`config.mk`:
```
export PLATFORM = sky130hd
export DESIGN_NAME = mgmt_timing
export DESIGN_NICKNAME = d
export VERILOG_FILES = /design/src/rtl/mgmt_pkg.sv /design/src/rtl/mgmt_timing.sv
export SDC_FILE = /design/constraint.sdc
export NUM_CORES = 1
export LEC_CHECK = 0
export CAP_MARGIN = 20
export CORE_MARGIN = 1.5
export CORE_UTILIZATION = 42
export DETAILED_ROUTE_END_ITERATION = 10
export DONT_BUFFER_PORTS = 1
export GPL_ROUTABILITY_DRIVEN = 0
export PLACE_DENSITY = 0.52
export SETUP_SLACK_MARGIN = 0.3
export SYNTH_ARGS = -nofsm -noshare
export SYNTH_HDL_FRONTEND = slang
export SYNTH_SLANG_ARGS = --single-unit
```
`constraint.sdc`:
```
create_clock -name clock -period 4.4 [get_ports clock]
set_clock_uncertainty 0.15 [all_clocks]
set_input_delay 0.22 -clock clock [delete_from_list [all_inputs] [get_ports clock]]
set_output_delay 0.22 -clock clock [all_outputs]
set_load 0.02 [all_outputs]
```
`src/rtl/mgmt_pkg.sv`:
```
// Constants and types for the pluggable module management timing block
package mgmt_pkg;
  // ****************************************
  // Time base and deadlines
  // ****************************************
  localparam int CLK_MHZ = 50;
  localparam int TICK_US = 100;
  localparam int TICK_CYCLES = TICK_US * CLK_MHZ;
  localparam int RESET_MIN_US = 10;
  localparam int RESET_MIN_CYCLES = RESET_MIN_US * CLK_MHZ;
  localparam int INIT_LIMIT_MS = 2000;
  localparam int INIT_LIMIT_TICKS = INIT_LIMIT_MS * 1000 / TICK_US;
  localparam int INIT_MS = 1000;
  localparam int INIT_TICKS = INIT_MS * 1000 / TICK_US;
  localparam int WAKE_LIMIT_MS = 300;
  localparam int WAKE_LIMIT_TICKS = WAKE_LIMIT_MS * 1000 / TICK_US;
  localparam int WAKE_MS = 200;
  localparam int WAKE_TICKS = WAKE_MS * 1000 / TICK_US;

  // ****************************************
  // Register map and fields
  // ****************************************
  localparam logic [6:0] DEV_ADDR = 7'h50;
  localparam logic [7:0] STATUS_ADDR = 8'h02;
  localparam logic [7:0] FLAGS_ADDR = 8'h03;
  localparam logic [7:0] MASK_ADDR = 8'h04;
  localparam logic [7:0] CTRL_ADDR = 8'h05;
  localparam logic [7:0] STATE_ADDR = 8'h06;
  localparam int NOT_READY_BIT = 0;
  localparam int FLAG_RX_LOSS = 0;
  localparam int FLAG_TX_FAULT = 1;
  localparam int FLAG_AUX = 2;
  localparam int FLAG_INIT_DONE = 3;
  localparam int CTRL_PWR_OVR = 0;
  localparam int CTRL_PWR_SET = 1;
  localparam int CTRL_PIN_LASER_OFF = 2;
  localparam int CTRL_PIN_RXLOS = 3;
  localparam logic [3:0] MASK_RESET = 4'h0;
  localparam logic [3:0] CTRL_RESET = 4'h0;
  localparam logic [6:0] SYNC_RESET = 7'h43;

  typedef enum {I2C_IDLE, I2C_RECV, I2C_ACK, I2C_SEND, I2C_MACK} i2c_state_type;
  typedef enum {P_INIT, P_LOW, P_WAKE, P_FULL} power_state_type;
endpackage

```
`src/rtl/mgmt_timing.sv`:
```
// Management sequencing: init, reset filter, flags, interrupt, power modes, 2-wire access
//
// Contract
// - Management init completes within 2000 ms of power-on, insertion or reset release.
// - Reset low for at least 10 us always starts a reset sequence.
// - Interrupt output goes low within 200 ms of an interrupting condition.
// - Flags clear on read; interrupt releases within 500 us of that read.
// - Receive loss sets its flag and pulls interrupt low within 100 ms.
// - Any flag condition sets its flag and asserts interrupt within 200 ms.
// - Setting a mask bit inhibits that flag's interrupt within 100 ms.
// - Clearing a mask bit lets that flag interrupt again within 100 ms.
// - Fully functional within 2 s of power-on when low power not requested.
// - The 2-wire bus answers within 2 s of power-on.
// - Data-not-ready bit clears and interrupt asserts within 2 s of power-on.
// - After reset rising edge, fully functional again within 2 s.
// - Shared low-power / transmit-disable input changes function within 100 ms.
// - Low-power input high brings power to class 1 within 100 ms.
// - Low-power input low brings full function within 300 ms.
// - Shared interrupt / receive-loss output changes function within 100 ms.
// - Power override or power set bit high gives class 1 within 100 ms.
// - Power override and set bits cleared give full function within 300 ms.
// - Register access runs over a 2-wire bus of clock and data lines.
//
// The placing of the registers and the plain strobed port were chosen for this implementation.
`timescale 1ns/100ps
module mgmt_timing import mgmt_pkg::*; #(
  parameter int TICK_CYCLES_P = TICK_CYCLES,
  parameter int INIT_TICKS_P = INIT_TICKS
) (
  input wire logic clock,
  input wire logic sys_rst,
  input wire logic module_reset_n,
  input wire logic low_power_in,
  input wire logic rx_los_in,
  input wire logic tx_fault_in,
  input wire logic aux_alarm_in,
  input wire logic scl_in,
  input wire logic sda_in,
  output logic sda_out,
  output logic sda_oe,
  input wire logic [7:0] reg_addr,
  input wire logic [7:0] reg_wdata,
  input wire logic reg_write,
  input wire logic reg_read,
  output logic [7:0] reg_rdata,
  output logic irq_out_n,
  output logic tx_disable_out,
  output logic mgmt_init_state,
  output logic low_power_state,
  output logic fully_functional
);
  // ****************************************
  // Input synchronisers
  // ****************************************
  logic [6:0] meta;
  logic [6:0] sync;
  logic scl_p;
  logic sda_p;
  logic rst_n_s, lp_s, rx_los_s, tx_fault_s, aux_s, scl_s, sda_s;

  always_ff @(posedge clock or posedge sys_rst) begin
    if (sys_rst) begin
      meta <= SYNC_RESET;
      sync <= SYNC_RESET;
      scl_p <= 1'b1;
      sda_p <= 1'b1;
    end else begin
      meta <= {module_reset_n, low_power_in, rx_los_in, tx_fault_in, aux_alarm_in, scl_in, sda_in};
      sync <= meta;
      scl_p <= sync[1];
      sda_p <= sync[0];
    end
  end

  assign {rst_n_s, lp_s, rx_los_s, tx_fault_s, aux_s, scl_s, sda_s} = sync;

  // ****************************************
  // Free-running time base
  // ****************************************
  logic [15:0] tick_cnt;
  logic tick;

  assign tick = (tick_cnt == 16'(TICK_CYCLES_P - 1));

  always_ff @(posedge clock or posedge sys_rst) begin
    if (sys_rst) begin
      tick_cnt <= 16'h0000;
    end else if (tick) begin
      tick_cnt <= 16'h0000;
    end else begin
      tick_cnt <= tick_cnt + 16'h0001;
    end
  end

  // ****************************************
  // Module reset pulse filter
  // ****************************************
  // Pulses shorter than the minimum are dropped on purpose to ride out glitches
  logic [9:0] low_cnt;
  logic reset_armed;

  always_ff @(posedge clock or posedge sys_rst) begin
    if (sys_rst) begin
      low_cnt <= 10'h000;
      reset_armed <= 1'b0;
    end else if (!rst_n_s) begin
      if (low_cnt != 10'(RESET_MIN_CYCLES)) begin
        low_cnt <= low_cnt + 10'h001;
      end
      if (low_cnt == 10'(RESET_MIN_CYCLES - 1)) begin
        reset_armed <= 1'b1;
      end
    end else begin
      low_cnt <= 10'h000;
      reset_armed <= 1'b0;
    end
  end

  // ****************************************
  // Power and init sequencing
  // ****************************************
  power_state_type pstate;
  logic [15:0] cnt;
  logic [3:0] mask;
  logic [3:0] ctrl;
  logic [3:0] flags;
  logic lp_req;
  logic init_end;

  assign lp_req = (!ctrl[CTRL_PIN_LASER_OFF] && lp_s) || ctrl[CTRL_PWR_OVR] || ctrl[CTRL_PWR_SET];
  assign init_end = (pstate == P_INIT) && tick && !reset_armed && (cnt == 16'(INIT_TICKS_P - 1));
  assign mgmt_init_state = (pstate == P_INIT);
  assign low_power_state = (pstate == P_LOW);
  assign fully_functional = (pstate == P_FULL);

  always_ff @(posedge clock or posedge sys_rst) begin
    if (sys_rst) begin
      pstate <= P_INIT;
      cnt <= 16'h0000;
    end else if (reset_armed) begin
      pstate <= P_INIT;
      cnt <= 16'h0000;
    end else begin
      case (pstate)
        P_INIT: begin
          if (init_end) begin
            pstate <= lp_req ? P_LOW : P_FULL;
            cnt <= 16'h0000;
          end else if (tick) begin
            cnt <= cnt + 16'h0001;
          end
        end
        P_LOW: begin
          if (!lp_req) begin
            pstate <= P_WAKE;
            cnt <= 16'h0000;
          end
        end
        P_WAKE: begin
          if (lp_req) begin
            pstate <= P_LOW;
          end else if (tick) begin
            if (cnt == 16'(WAKE_TICKS - 1)) begin
              pstate <= P_FULL;
            end
            cnt <= cnt + 16'h0001;
          end
        end
        P_FULL: begin
          if (lp_req) begin
            pstate <= P_LOW;
          end
        end
        default: begin
          pstate <= P_INIT;
        end
      endcase
    end
  end

  // ****************************************
  // Register file
  // ****************************************
  function automatic logic [7:0] read_reg(input logic [7:0] a);
    logic [7:0] v;
    v = 8'h00;
    case (a)
      STATUS_ADDR: v[NOT_READY_BIT] = mgmt_init_state;
      FLAGS_ADDR: v[3:0] = flags;
      MASK_ADDR: v[3:0] = mask;
      CTRL_ADDR: v[3:0] = ctrl;
      STATE_ADDR: v[2:0] = {mgmt_init_state, low_power_state, fully_functional};
      default: v = 8'h00;
    endcase
    return v;
  endfunction

  i2c_state_type istate;
  logic [7:0] sh;
  logic [7:0] ptr;
  logic [7:0] byte_in;
  logic [7:0] rd_val;
  logic i2c_wr;
  logic i2c_load;
  logic wr_en;
  logic [7:0] wr_a;
  logic [7:0] wr_d;
  logic rd_flags;
  logic [3:0] flag_set;
  logic [3:0] flag_clr;
  logic pending;

  assign wr_en = reg_write || i2c_wr;
  assign wr_a = reg_write ? reg_addr : ptr;
  assign wr_d = reg_write ? reg_wdata : byte_in;
  // Process form so a register change refreshes the byte while the pointer holds still
  always_comb begin
    rd_val = read_reg(ptr);
  end
  assign rd_flags = (reg_read && reg_addr == FLAGS_ADDR) || (i2c_load && ptr == FLAGS_ADDR);
  assign flag_clr = rd_flags ? flags : 4'h0;
  assign flag_set = {init_end, {3{!mgmt_init_state}} & {aux_s, tx_fault_s, rx_los_s}};
  assign pending = |(flags & ~mask);

  always_ff @(posedge clock or posedge sys_rst) begin
    if (sys_rst) begin
      mask <= MASK_RESET;
      ctrl <= CTRL_RESET;
    end else if (reset_armed) begin
      mask <= MASK_RESET;
      ctrl <= CTRL_RESET;
    end else if (wr_en) begin
      if (wr_a == MASK_ADDR) begin
        mask <= wr_d[3:0];
      end
      if (wr_a == CTRL_ADDR) begin
        ctrl <= wr_d[3:0];
      end
    end
  end

  // A new event in the clearing cycle survives: set wins over clear
  always_ff @(posedge clock or posedge sys_rst) begin
    if (sys_rst) begin
      flags <= 4'h0;
    end else begin
      flags <= (flags & ~flag_clr) | flag_set;
    end
  end

  always_ff @(posedge clock or posedge sys_rst) begin
    if (sys_rst) begin
      reg_rdata <= 8'h00;
    end else begin
      reg_rdata <= reg_read ? read_reg(reg_addr) : 8'h00;
    end
  end

  // ****************************************
  // Shared pins
  // ****************************************
  always_ff @(posedge clock or posedge sys_rst) begin
    if (sys_rst) begin
      irq_out_n <= 1'b1;
      tx_disable_out <= 1'b0;
    end else begin
      irq_out_n <= ctrl[CTRL_PIN_RXLOS] ? !rx_los_s : !pending;
      tx_disable_out <= ctrl[CTRL_PIN_LASER_OFF] && lp_s;
    end
  end

  // ****************************************
  // 2-wire management slave
  // ****************************************
  // Held idle through init so the host never sees a half-ready device
  logic [2:0] bcnt;
  logic [1:0] phase;
  logic is_rd;
  logic acking;
  logic scl_r, scl_f, start_c, stop_c;

  assign scl_r = scl_s && !scl_p;
  assign scl_f = !scl_s && scl_p;
  assign start_c = scl_s && scl_p && sda_p && !sda_s;
  assign stop_c = scl_s && scl_p && !sda_p && sda_s;
  assign byte_in = {sh[6:0], sda_s};
  assign sda_out = 1'b0;
  assign i2c_wr = (istate == I2C_RECV) && scl_r && (bcnt == 3'h7) && (phase == 2'h2) && !reg_write;
  assign i2c_load = scl_f && acking && ((istate == I2C_ACK && is_rd) || istate == I2C_MACK);

  always_ff @(posedge clock or posedge sys_rst) begin
    if (sys_rst) begin
      istate <= I2C_IDLE;
      sh <= 8'h00;
      ptr <= 8'h00;
      bcnt <= 3'h0;
      phase <= 2'h0;
      is_rd <= 1'b0;
      acking <= 1'b0;
      sda_oe <= 1'b0;
    end else if (mgmt_init_state || stop_c) begin
      istate <= I2C_IDLE;
      acking <= 1'b0;
      sda_oe <= 1'b0;
    end else if (start_c) begin
      istate <= I2C_RECV;
      bcnt <= 3'h0;
      phase <= 2'h0;
      is_rd <= 1'b0;
      acking <= 1'b0;
      sda_oe <= 1'b0;
    end else begin
      case (istate)
        I2C_IDLE: begin
          sda_oe <= 1'b0;
        end
        I2C_RECV: begin
          if (scl_r) begin
            sh <= byte_in;
            bcnt <= bcnt + 3'h1;
            if (bcnt == 3'h7) begin
              if (phase == 2'h0 && byte_in[7:1] != DEV_ADDR) begin
                istate <= I2C_IDLE;
              end else begin
                istate <= I2C_ACK;
                if (phase == 2'h0) begin
                  is_rd <= byte_in[0];
                end
                if (phase == 2'h1) begin
                  ptr <= byte_in;
                end
                if (phase == 2'h2) begin
                  ptr <= ptr + 8'h01;
                end else begin
                  phase <= phase + 2'h1;
                end
              end
            end
          end
        end
        I2C_ACK: begin
          if (scl_f) begin
            if (!acking) begin
              acking <= 1'b1;
              sda_oe <= 1'b1;
            end else begin
              acking <= 1'b0;
              bcnt <= 3'h0;
              if (is_rd) begin
                istate <= I2C_SEND;
                sh <= rd_val;
                ptr <= ptr + 8'h01;
                sda_oe <= !rd_val[7];
              end else begin
                istate <= I2C_RECV;
                sda_oe <= 1'b0;
              end
            end
          end
        end
        I2C_SEND: begin
          if (scl_f) begin
            if (bcnt == 3'h7) begin
              istate <= I2C_MACK;
              sda_oe <= 1'b0;
            end else begin
              sh <= {sh[6:0], 1'b0};
              sda_oe <= !sh[6];
              bcnt <= bcnt + 3'h1;
            end
          end
        end
        I2C_MACK: begin
          if (scl_r) begin
            if (sda_s) begin
              istate <= I2C_IDLE;
            end else begin
              acking <= 1'b1;
            end
          end else if (i2c_load) begin
            istate <= I2C_SEND;
            acking <= 1'b0;
            bcnt <= 3'h0;
            sh <= rd_val;
            ptr <= ptr + 8'h01;
            sda_oe <= !rd_val[7];
          end
        end
        default: begin
          istate <= I2C_IDLE;
        end
      endcase
    end
  end

  // ****************************************
  // Checks
  // ****************************************
  logic [15:0] init_age;
  logic [15:0] wake_age;

  always_ff @(posedge clock or posedge sys_rst) begin
    if (sys_rst) begin
      init_age <= 16'h0000;
      wake_age <= 16'h0000;
    end else begin
      if (!mgmt_init_state || reset_armed || !rst_n_s) begin
        init_age <= 16'h0000;
      end else if (tick) begin
        init_age <= init_age + 16'h0001;
      end
      if (fully_functional || lp_req || mgmt_init_state) begin
        wake_age <= 16'h0000;
      end else if (tick) begin
        wake_age <= wake_age + 16'h0001;
      end
    end
  end
endmodule

```
==> impl_results.md, run 1 <==
* Outcome: complete, no violations
* Grt total ovfl at 0
* 1st-iter DRT viols at 245
* Fin area at 6480 µm²
* Layout cells sized above 1 at 8.14%
* VDD IR max at 0.166 mV
* CP most frequent cell: and4_1
* Clock Tree Root: clkbuf_16
* Clk_lat worst skew at 0.35 ns
* Setup crit end kind: flip-flop
* WP data required at 4.49 ns
* Post-Synthesis Cells at 632
* Clk pin slew, worst setup/hold paths at 0.07 ns
* Clock share of power at 43.5%
* Die ar. at 14800 µm²
* Setup TNS at 0 ns
* Clock sinks at 105
* P&R area growth vs syn at 9.44%
* # rows at 43
* Max clock buf depth at 2
* Port bufs at 0
* Vias in the first global route at 4468
* First-pass GRT wire length at 23200 µm
* Final worst setup slack at 1.47 ns
* DR vias/cell at 5.76
* DP Worst Slack at 1.48 ns
* Ys async rst share at 100%
* H-tree depth at 3
* Initial antenna violation count at 0
* Synthesized area per cell at 9.37 µm²
* Power density over the cells at 295 nW/µm²
* Min cycle time layout at 2.93 ns
* Core Region at 13800 µm²
* Detailed placement HPWL at 9730 µm
* Detailed Routing Iterations Pass 1 at 6
* Maximum clock frequency at 342 MHz
* Reported max-cap violation count at 0
* # Post-CTS Setup Buffers at 0
* Worst-margin pin slew at 0.912 ns
* Remaining DRCs at 0
* Comb power frac at 3.9%
* CP Data Arrival Time at 3.02 ns
* Slowest-stage cell, CP: and4_1
* WL/cell at 17.1 µm
* Sequential area share after synthesis at 44.6%
* Yosys cell types at 74
* Total global-route track usage at 20.0%
* Net switching power at 426 µW
* CTS resizes at 0
* Slew Limit Fails at 0
* RSZ-0062 raised after global routing: no
* Slew headroom at 39.2%
* Final WL at 14000 µm
* # setup viols final at 0
* Largest delay share family, worst path: simple AND/OR/NAND/NOR gates
* Pint at 1480 µW
* Cell Area, Placed at 6030 µm²
* Sw Share at 22.3%
* Antenna cell count at 0
* LEAKAGE at 0.00271 µW
* CP Max Fanout at 14
* Final Hold Viols at 0
* Largest net degree at the start of global routing at 71
* Synth Register Bits at 105
* Crit-path cells: ha_1 -> nor4b_2 -> and4_1 -> and3_1 -> and4_1 -> mux2_2 -> a22o_1
* Synthesized cell area at 5920 µm²
* Period utilization at 66.5%
* Kind of critical path: reg2reg
* Num ports at 42
* CTS tree: built
* Worst Hold Class: in2reg
* DRT antenna net count at 0
* Filler Cells Inserted at 1297
* Vias at 4720
* CP Launch Type: flip-flop
* Sum of buffers and inverters on the critical path at 0
* Most common flop cell mapped by yosys: dfrtp_1
* Die H at 122 µm
* Sequential share of power at 52.6%
* Crit-path max cell delay at 0.53 ns
* Die W at 122 µm
* Starting Density at 42.8%
* Yosys warns at 0
* Pwr Total at 1910 µW
* CTS Buf Count at 9
* EDFF count, synth at 0
* Final net count at 678
per-stage QoR:
| stage | utilization [%] | hold WS [ns] | cells |
|---|---|---|---|
| 2_1_floorplan | - | 0.0745 | 636 |
| 3_3_place_gp | 43.6 | 0.0746 | 789 |
| 3_5_place_dp | 43.6 | 0.0745 | 789 |
| 4_1_cts | 46.9 | 0.00857 | 819 |
| 5_1_grt | 46.9 | 0.0434 | 819 |
| 6_report | 46.9 | 0.0163 | 819 |
power groups by stage:
stage,sequential [µW],clock [µW],combinational (µW)
after global placement,1020,0,65.0
after floorplan,1010,0,61.7
after detailed placement,1020,0,66.1
after CTS,1000,858,75.9
after global routing,1010,893,87.2
final,1000,831,73.9
registers in the layout, indices dropped and copies added, names as in the netlist, 4 cells and up:
name,flops
sync,7
tick_cnt,16
mask,4
meta,7
ptr,8
reg_rdata,4
flags,4
ctrl,4
low_cnt,10
cnt,16
sh,7
metal layers:
metal	up-vias	track usage (%)	part of all wire [%]
met1	2320	28.2	49
met3	18	3.60	3.6
met4	0	6.76	1.7
li1	2278	-	-
met2	104	31.1	46
met5	-	0	0
what timing repair did:
action | CTS | global route
endpoints found under the setup margin | 0 | 0
hold buffers | 14 | 0
hold endpoints to repair | 73 | 0
cells in the final DEF (no fill, tap or decap), types with 10 or more instances in the layout:
| cell | netlist | routed |
|---|---|---|
| nand3_1 | 32 | 32 |
| mux2_2 | 10 | 10 |
| nor2_1 | 58 | 58 |
| inv_1 | 30 | 29 |
| dlygate4sd3_1 | 0 | 14 |
| nand2_1 | 53 | 53 |
| a21oi_1 | 26 | 26 |
| ha_1 | 17 | 17 |
| and3_1 | 10 | 10 |
| o21ai_0 | 40 | 40 |
| nor3_1 | 15 | 15 |
| xnor2_1 | 12 | 12 |
| a31oi_1 | 14 | 14 |
| dfrtp_1 | 96 | 96 |
| mux2i_1 | 21 | 21 |
| xor2_1 | 11 | 11 |
synthesized netlist by cell type (10+ instances only):
library cell	number	share of area, %
and3_1	10	1.1
mux2_2	10	1.9
xnor2_1	12	1.8
dfrtp_1	96	41
clkbuf_1	15	0.95
a21oi_1	26	2.2
ha_1	17	3.6
nand2_1	53	3.4
o21ai_0	40	3.4
a31oi_1	14	1.5
nor3_1	15	1.3
xor2_1	11	1.6
nand3_1	32	2.7
nor2_1	58	3.7
mux2i_1	21	3.5
inv_1	30	1.9
worst reg2reg max path: stages (launching register included):
cell,delay [ns]
dfrtp_1,0.38
ha_1,0.25
nor4b_2,0.26
and4_1,0.53
and3_1,0.47
and4_1,0.25
mux2_2,0.33
a22o_1,0.19
layout make-up:
| cell class | instances | area [µm²] | share of cell area [%] |
|---|---|---|---|
| Sequential cell | 105 | 2640 | 40.7 |
| Tap cell | 180 | 225 | 3.47 |
| Multi-Input combinational cell | 470 | 3030 | 46.7 |
| Clock buffer | 12 | 256 | 3.96 |
| Inverter | 31 | 119 | 1.83 |
| Clock inverter | 4 | 51.3 | 0.792 |
| Timing Repair Buffer | 17 | 163 | 2.51 |
worst paths after layout:
| path | start | to | slack [ns] | depth (start not counted) |
|---|---|---|---|---|
| max | tick_cnt[0] | cnt[7] | 1.47 | 7 |
| min | reg_addr[1] | reg_rdata[3] | 0.02 | 3 |
| max reg2reg | tick_cnt[0] | cnt[7] | 1.47 | 7 |
| min reg2reg | meta[5] | sync[5] | 0.21 | 0 |
| max in group asynchronous | sys_rst | irq_out_n | 2.68 | 3 |
| min in group asynchronous | sys_rst | sh[4] | 0.37 | 2 |
cell families (layout without fill, tap and decap cells):
family                     Yosys count  in the layout  synth area share, %
AOI/OAI and AO/OA                  156            156                 17.6
muxes                               31             31                 5.45
and+or+nand+nor                    238            238                 20.8
buffers and inverters               61             64                 4.56
other                                1              5               0.0633
DFF                                105            105                 44.6
adders and majority gates           17             17                 3.59
xor gates and xnor gates            23             23                 3.40
(Power assumes the default switching activity.)
==> run 2, diff against run 1 <==
==> constraint.sdc (replaced) <==
create_clock -name clock -period 2.9 [get_ports clock]
set_clock_uncertainty 0.15 [all_clocks]
set_input_delay 0.145 -clock clock [delete_from_list [all_inputs] [get_ports clock]]
set_output_delay 0.145 -clock clock [all_outputs]
set_load 0.02 [all_outputs]
==> run 2 against run 1 <==
Compared with the run above: sequential share of layout area decreased by 1.8 points; via count increased by 2.1%; combinational power increased by 83%; critical path type unchanged.
==> impl_results.md, run 2 (synthesis results as in run 1) <==
* DRT antenna net count at 0 (unchanged)
* WP data required at 3.00 ns (was 4.49 ns)
* Area of the multi-input gates at 3070 µm² (was 3030 µm²)
* Reg2reg start: sh[2] (was tick_cnt[0])
* # setup viols final at 0 (unchanged)
* Crit-path max cell delay at 0.55 ns (was 0.53 ns)
* WL/cell at 17.2 µm (was 17.1 µm)
* Clock Tree Root: clkbuf_16 (unchanged)
* Top flop regs: cnt: 16 flops, tick_cnt: 16 flops, low_cnt: 10 flops (unchanged)
* Crit path to: phase[0] (was cnt[7])
* Starting Density at 42.8% (unchanged)
* Final WL at 14600 µm (was 14000 µm)
* LEAKAGE at 0.00285 µW (was 0.00271 µW)
* Period utilization at 86.2% (was 66.5%)
* Core Region at 13800 µm² (unchanged)
* Most common cell after layout, fill and taps aside: dfrtp_1 (unchanged)
* Crit-path cells: or4b_1 -> o41a_1 -> o31ai_2 -> nand3b_1 -> a21o_1 -> mux2_2 (was ha_1 -> nor4b_2 -> and4_1 -> and3_1 -> and4_1 -> mux2_2 -> a22o_1)
* R2R Path End: phase[0] (was cnt[7])
* Vias at 4817 (was 4720)
* Grt total ovfl at 0 (unchanged)
* Sum of buffers and inverters on the critical path at 0 (unchanged)
* CP Max Fanout at 5 (was 14)
* Final Hold Viols at 0 (unchanged)
* Layout cells sized above 1 at 12.5% (was 8.14%)
* Die ar. at 14800 µm² (unchanged)
* Filler Cells Inserted at 1309 (was 1297)
* Setup TNS at 0 ns (unchanged)
* RSZ-0062 raised after global routing: no (unchanged)
* Power density over the cells at 421 nW/µm² (was 295 nW/µm²)
* Non-filler cells, final at 851 (was 819)
* Detailed placement HPWL at 10400 µm (was 9730 µm)
* Clk pin slew, worst setup/hold paths at 0.07 ns (about the same)
* Clk_lat worst skew at 0.36 ns (was 0.35 ns)
* CTS Buf Count at 9 (unchanged)
* Num ports at 42 (unchanged)
* Reported max-cap violation count at 0 (unchanged)
* Vias in the first global route at 4661 (was 4468)
* Initial antenna violation count at 0 (unchanged)
* Setup crit end kind: flip-flop (unchanged)
* Slew headroom at 44.2% (was 39.2%)
* Die W at 122 µm (unchanged)
* CP Data Arrival Time at 2.60 ns (was 3.02 ns)
* Crit path from: sh[2] (was tick_cnt[0])
* 1st-iter DRT viols at 322 (was 245)
* Dpl cells at 811 (was 789)
* First-pass GRT wire length at 24500 µm (was 23200 µm)
* Most frequent cells in the layout: dfrtp_1 (94), nor2_1 (58), nand2_1 (53) (was dfrtp_1 (96), nor2_1 (58), nand2_1 (53))
* Maximum clock frequency at 400 MHz (was 342 MHz)
* Port bufs at 0 (unchanged)
* Antenna cell count at 0 (unchanged)
* Min cycle time layout at 2.50 ns (was 2.93 ns)
* Slew Limit Fails at 0 (unchanged)
* R2R setup slack at 0.40 ns (was 1.47 ns)
* Remaining DRCs at 0 (unchanged)
* CP Launch Type: flip-flop (unchanged)
* Die H at 122 µm (unchanged)
* Worst Hold Class: in2reg (unchanged)
* Critical path depth in cells at 6 (was 7)
* Cells on worst reg2reg path at 6 (was 7)
* Largest net degree at the start of global routing at 46 (was 71)
* CTS tree: built (unchanged)
* Max clock buf depth at 2 (unchanged)
* VDD IR max at 0.365 mV (was 0.166 mV)
* Outcome: complete, no violations (unchanged)
* P&R area growth vs syn at 14.5% (was 9.44%)
* Final net count at 710 (was 678)
* Detailed Routing Iterations Pass 1 at 5 (was 6)
* DR vias/cell at 5.66 (was 5.76)
* Slowest-stage cell, CP: or4b_1 (was and4_1)
* Reg area at 2640 µm² (about the same)
* Total global-route track usage at 21.1% (was 20.0%)
* Kind of critical path: reg2reg (unchanged)
* Largest delay share family, worst path: compound AO/OA/AOI/OAI gates (was simple AND/OR/NAND/NOR gates)
* # rows at 43 (unchanged)
* Worst-margin pin slew at 0.835 ns (was 0.912 ns)
* H-tree depth at 3 (unchanged)
* Clock sinks at 105 (unchanged)
==> run 2: cell types whose count changed in the layout (fill, tap and decap cells not counted), moves of 2 or more <==
cell           before  now
a21oi_2             1    3
a21oi_1            26   24
dfrtp_2             0    2
inv_6               0    2
dlygate4sd3_1      14   22
dfrtp_1            96   94
buf_4               3   25
==> run 2: per-stage QoR <==
step	hold slack (ns)	power, µW	area, µm²	setup WS, ns	utilization [%]
2_1_floorplan	-0.000522	1630	5940	0.381	-
3_3_place_gp	-0.000458	1660	6210	0.294	44.9
3_5_place_dp	-0.000470	1660	6210	0.264	44.9
4_1_cts	0.00165	2900	6730	0.253	48.7
5_1_grt	0.00316	2970	6780	0.311	49.1
6_report	0.0114	2850	6780	0.399	49.1
==> run 2: layer usage <==
metal,part of all wire (%),GRT usage (%),wire length (µm)
met1,48,29.3,6940
met2,48,33.3,6980
met3,3.6,5.06,519
met4,1.1,5.15,164
met5,0,0,0
==> run 2: power breakdown <==
part	internal (µW)	switching, µW
clock	621	581
combinational	54.2	80.4
sequential	1490	26.1
total	2170	687
==> run 2: how the worst min path moves through the flow <==
stage                start      endpoint  slack [ns]  depth (start not counted)
2_1_floorplan       sda_in       meta[0]     -0.0005                          0
3_3_place_gp        sda_in       meta[0]     -0.0005                          0
3_5_place_dp        sda_in       meta[0]     -0.0005                          0
4_1_cts          reg_write       ctrl[3]       0.002                          3
5_1_grt          reg_write       ctrl[3]       0.003                          3
6_report       reg_addr[0]  reg_rdata[1]        0.01                          3
==> run 2: repair_timing <==
action                                  4_1_cts  5_1_grt
gates resized for setup                       2       10
hold endpoints to repair                     46        0
buffers inserted                              0        2
pin swaps                                     0        3
hold buffers                                 22        0
endpoints found under the setup margin        5       23
==> run 2: worst reg2reg max path, cell delays in order (launching register included) <==
cell and delay, ns:
dfrtp_1 0.43, or4b_1 0.55, o41a_1 0.42, o31ai_2 0.20, nand3b_1 0.18, a21o_1 0.21
mux2_2 0.26
==> run 2: final cells by class <==
class | instances | share of cell area [%]
repair buffers | 49 | 6.47
clock buffers | 11 | 3.58
flip-flops and latches | 105 | 38.9
multi-input cells | 470 | 45.2
clock inverters | 5 | 0.664
well taps | 180 | 3.32
inverters | 31 | 1.77
==> run 3, diff against run 2 <==
--- a/config.mk
+++ b/config.mk
@@ -7,11 +7,12 @@
 export LEC_CHECK = 0
 export CAP_MARGIN = 20
 export CORE_MARGIN = 1.5
-export CORE_UTILIZATION = 42
+export CORE_UTILIZATION = 64
 export DETAILED_ROUTE_END_ITERATION = 10
 export DONT_BUFFER_PORTS = 1
 export GPL_ROUTABILITY_DRIVEN = 0
-export PLACE_DENSITY = 0.52
+export MAX_ROUTING_LAYER = met4
+export PLACE_DENSITY = 0.76
 export SETUP_SLACK_MARGIN = 0.3
 export SYNTH_ARGS = -nofsm -noshare
 export SYNTH_HDL_FRONTEND = slang
==> run 3 against run 2 <==
Compared with the run above: via count rose by 4.7%; final cell count fell by 8.7%; worst setup slack got worse by 0.025 ns; combinational power barely moved; die area fell by 34%; highest routed layer unchanged; power fell by 10%; sequential cell count did not move; wire length fell by 2.9%.
==> impl_results.md, run 3 (synthesis results as in run 1) <==
* Final Hold Viols at 0 (unchanged)
* Top flop regs: cnt: 16 flops, tick_cnt: 16 flops, low_cnt: 10 flops (unchanged)
* P&R area growth vs syn at 11.1% (was 14.5%)
* H-tree depth at 3 (unchanged)
* Detailed placement HPWL at 9650 µm (was 10400 µm)
* Most frequent cells in the layout: dfrtp_1 (96), nor2_1 (58), nand2_1 (53) (was dfrtp_1 (94), nor2_1 (58), nand2_1 (53))
* Clock Tree Root: clkbuf_8 (was clkbuf_16)
* CP Data Arrival Time at 2.64 ns (was 2.60 ns)
* Die W at 99.2 µm (was 122 µm)
* Cells on worst reg2reg path at 7 (was 6)
* Grt total ovfl at 0 (unchanged)
* Clk pin slew, worst setup/hold paths at 0.12 ns (was 0.07 ns)
* Maximum clock frequency at 396 MHz (was 400 MHz)
* Power density over the cells at 390 nW/µm² (was 421 nW/µm²)
* WHS Endpoint: reg_rdata[0] (was reg_rdata[1])
* Kind of critical path: reg2reg (unchanged)
* CP Launch Type: flip-flop (unchanged)
* WL/cell at 18.2 µm (was 17.2 µm)
* 1st-iter DRT viols at 337 (was 322)
* Clk_lat worst skew at 0.39 ns (was 0.36 ns)
* Slew headroom at 43.3% (was 44.2%)
* CTS Buf Count at 9 (unchanged)
* Worst-margin pin slew at 0.848 ns (was 0.835 ns)
* VDD IR max at 0.340 mV (was 0.365 mV)
* CP Max Fanout at 4 (was 5)
* Clock sinks at 105 (unchanged)
* Core Region at 8850 µm² (was 13800 µm²)
* Hold Crit Start: reg_addr[2] (was reg_addr[0])
* Max clock buf depth at 2 (unchanged)
* Worst Hold Class: in2reg (unchanged)
* Antenna cell count at 0 (unchanged)
* Largest net degree at the start of global routing at 39 (was 46)
* Reg2reg start: bcnt[1] (was sh[2])
* Final worst setup slack at 0.374 ns (was 0.399 ns)
* WP data required at 3.01 ns (was 3.00 ns)
* Total global-route track usage at 31.1% (was 21.1%)
* Reported max-cap violation count at 0 (unchanged)
* CTS tree: built (unchanged)
* Hold path cells at 3 (unchanged)
* Vias at 5043 (was 4817)
* DR vias/cell at 6.49 (was 5.66)
* # setup viols final at 0 (unchanged)
* First-pass GRT wire length at 23700 µm (was 24500 µm)
* Num ports at 42 (unchanged)
* LEAKAGE at 0.00281 µW (was 0.00285 µW)
* Setup crit end kind: flip-flop (unchanged)
* Most common cell after layout, fill and taps aside: dfrtp_1 (unchanged)
* Die ar. at 9840 µm² (was 14800 µm²)
* Port bufs at 0 (unchanged)
* Layout cells sized above 1 at 12.1% (was 12.5%)
* DP Worst Slack at 0.303 ns (was 0.264 ns)
* Remaining DRCs at 0 (unchanged)
* Slew Limit Fails at 0 (unchanged)
* DRT antenna net count at 0 (unchanged)
* Initial antenna violation count at 0 (unchanged)
* Die H at 99.2 µm (was 122 µm)
* # rows at 34 (was 43)
* Period utilization at 87.1% (was 86.2%)
* Final net count at 708 (was 710)
* Vias in the first global route at 4888 (was 4661)
* Outcome: complete, no violations (unchanged)
* Detailed Routing Iterations Pass 1 at 5 (unchanged)
* Final WL at 14200 µm (was 14600 µm)
* Min cycle time layout at 2.53 ns (was 2.50 ns)
* R2R Path End: sh[3] (was phase[0])
* RSZ-0062 raised after global routing: yes (was no)
* Starting Density at 66.9% (was 42.8%)
* R2R setup slack at 0.37 ns (was 0.40 ns)
* Setup TNS at 0 ns (unchanged)
[run 3: cell types whose count changed in the layout (fill, tap and decap cells not counted), sizes merged]
| cell | previous run | this run |
|---|---|---|
| inv | 32 | 31 |
| clkinv | 2 | 5 |
| clkbuf | 11 | 9 |
| buf | 27 | 25 |
[run 3: report_power, final]
part           total, µW  switching [µW]  internal (µW)
Combinational        135            81.6           53.9
Clock                912             575            337
Sequential          1520            29.4           1490
Total               2570             686           1880
[run 3: area by class of cell]
type | instances | area (µm²)
Timing Repair Buffer | 47 | 433
Inverter | 31 | 120
Clock inverter | 7 | 72.6
Multi-Input combinational cell | 470 | 3060
Fill cell | 619 | 2270
Tap cell | 108 | 135
Clock buffer | 9 | 124
Sequential cell | 105 | 2640
[run 3: worst max-delay path, stage by stage, from the launching register on]
cell and delay, ns:
dfrtp_1 0.41, ha_1 0.19, ha_1 0.19, and3_1 0.18, a2111oi_1 0.38, o21ai_1 0.23
a211oi_4 0.30, mux2_2 0.38
[run 3: stage by stage]
stage	utilization, %	total power [µW]	cells	instance area, µm²	hold slack, ns
6_report	74.3	2570	777	6580	0.0159
5_1_grt	74.3	2660	777	6580	0.0301
4_1_cts	73.8	2580	773	6530	0.000596
3_5_place_dp	68.8	1660	733	6090	-0.000468
3_3_place_gp	68.8	1650	733	6090	-0.000460
2_1_floorplan	-	1630	636	5940	-0.000522
[run 3: what timing repair did]
action / in CTS / in global routing
hold buffers: 22 / 0
buffers inserted: 2 / 4
hold endpoints to repair: 43 / 0
setup endpoints to repair: 3 / 30
pin swaps: 1 / 2
resized for setup: 2 / 5
cloned: 0 / 0
[run 3: worst max-delay path by stage]
stage | start | endpoint | slack, ns
after floorplan | bcnt[0] | sh[1] | 0.38
after global placement | scl_p | sh[3] | 0.33
after detailed placement | pstate[0] | ptr[0] | 0.30
after CTS | bcnt[0] | sh[3] | 0.35
after global routing | bcnt[1] | sh[3] | 0.26
final | bcnt[1] | sh[3] | 0.37
[run 3: layer usage]
metal,wire [µm],up-vias,GRT usage [%]
li1,-,2345,-
met3,1020,32,4.29
met1,6130,2459,41.8
met5,0,-,-
met4,288,0,10.8
met2,6740,207,49.3
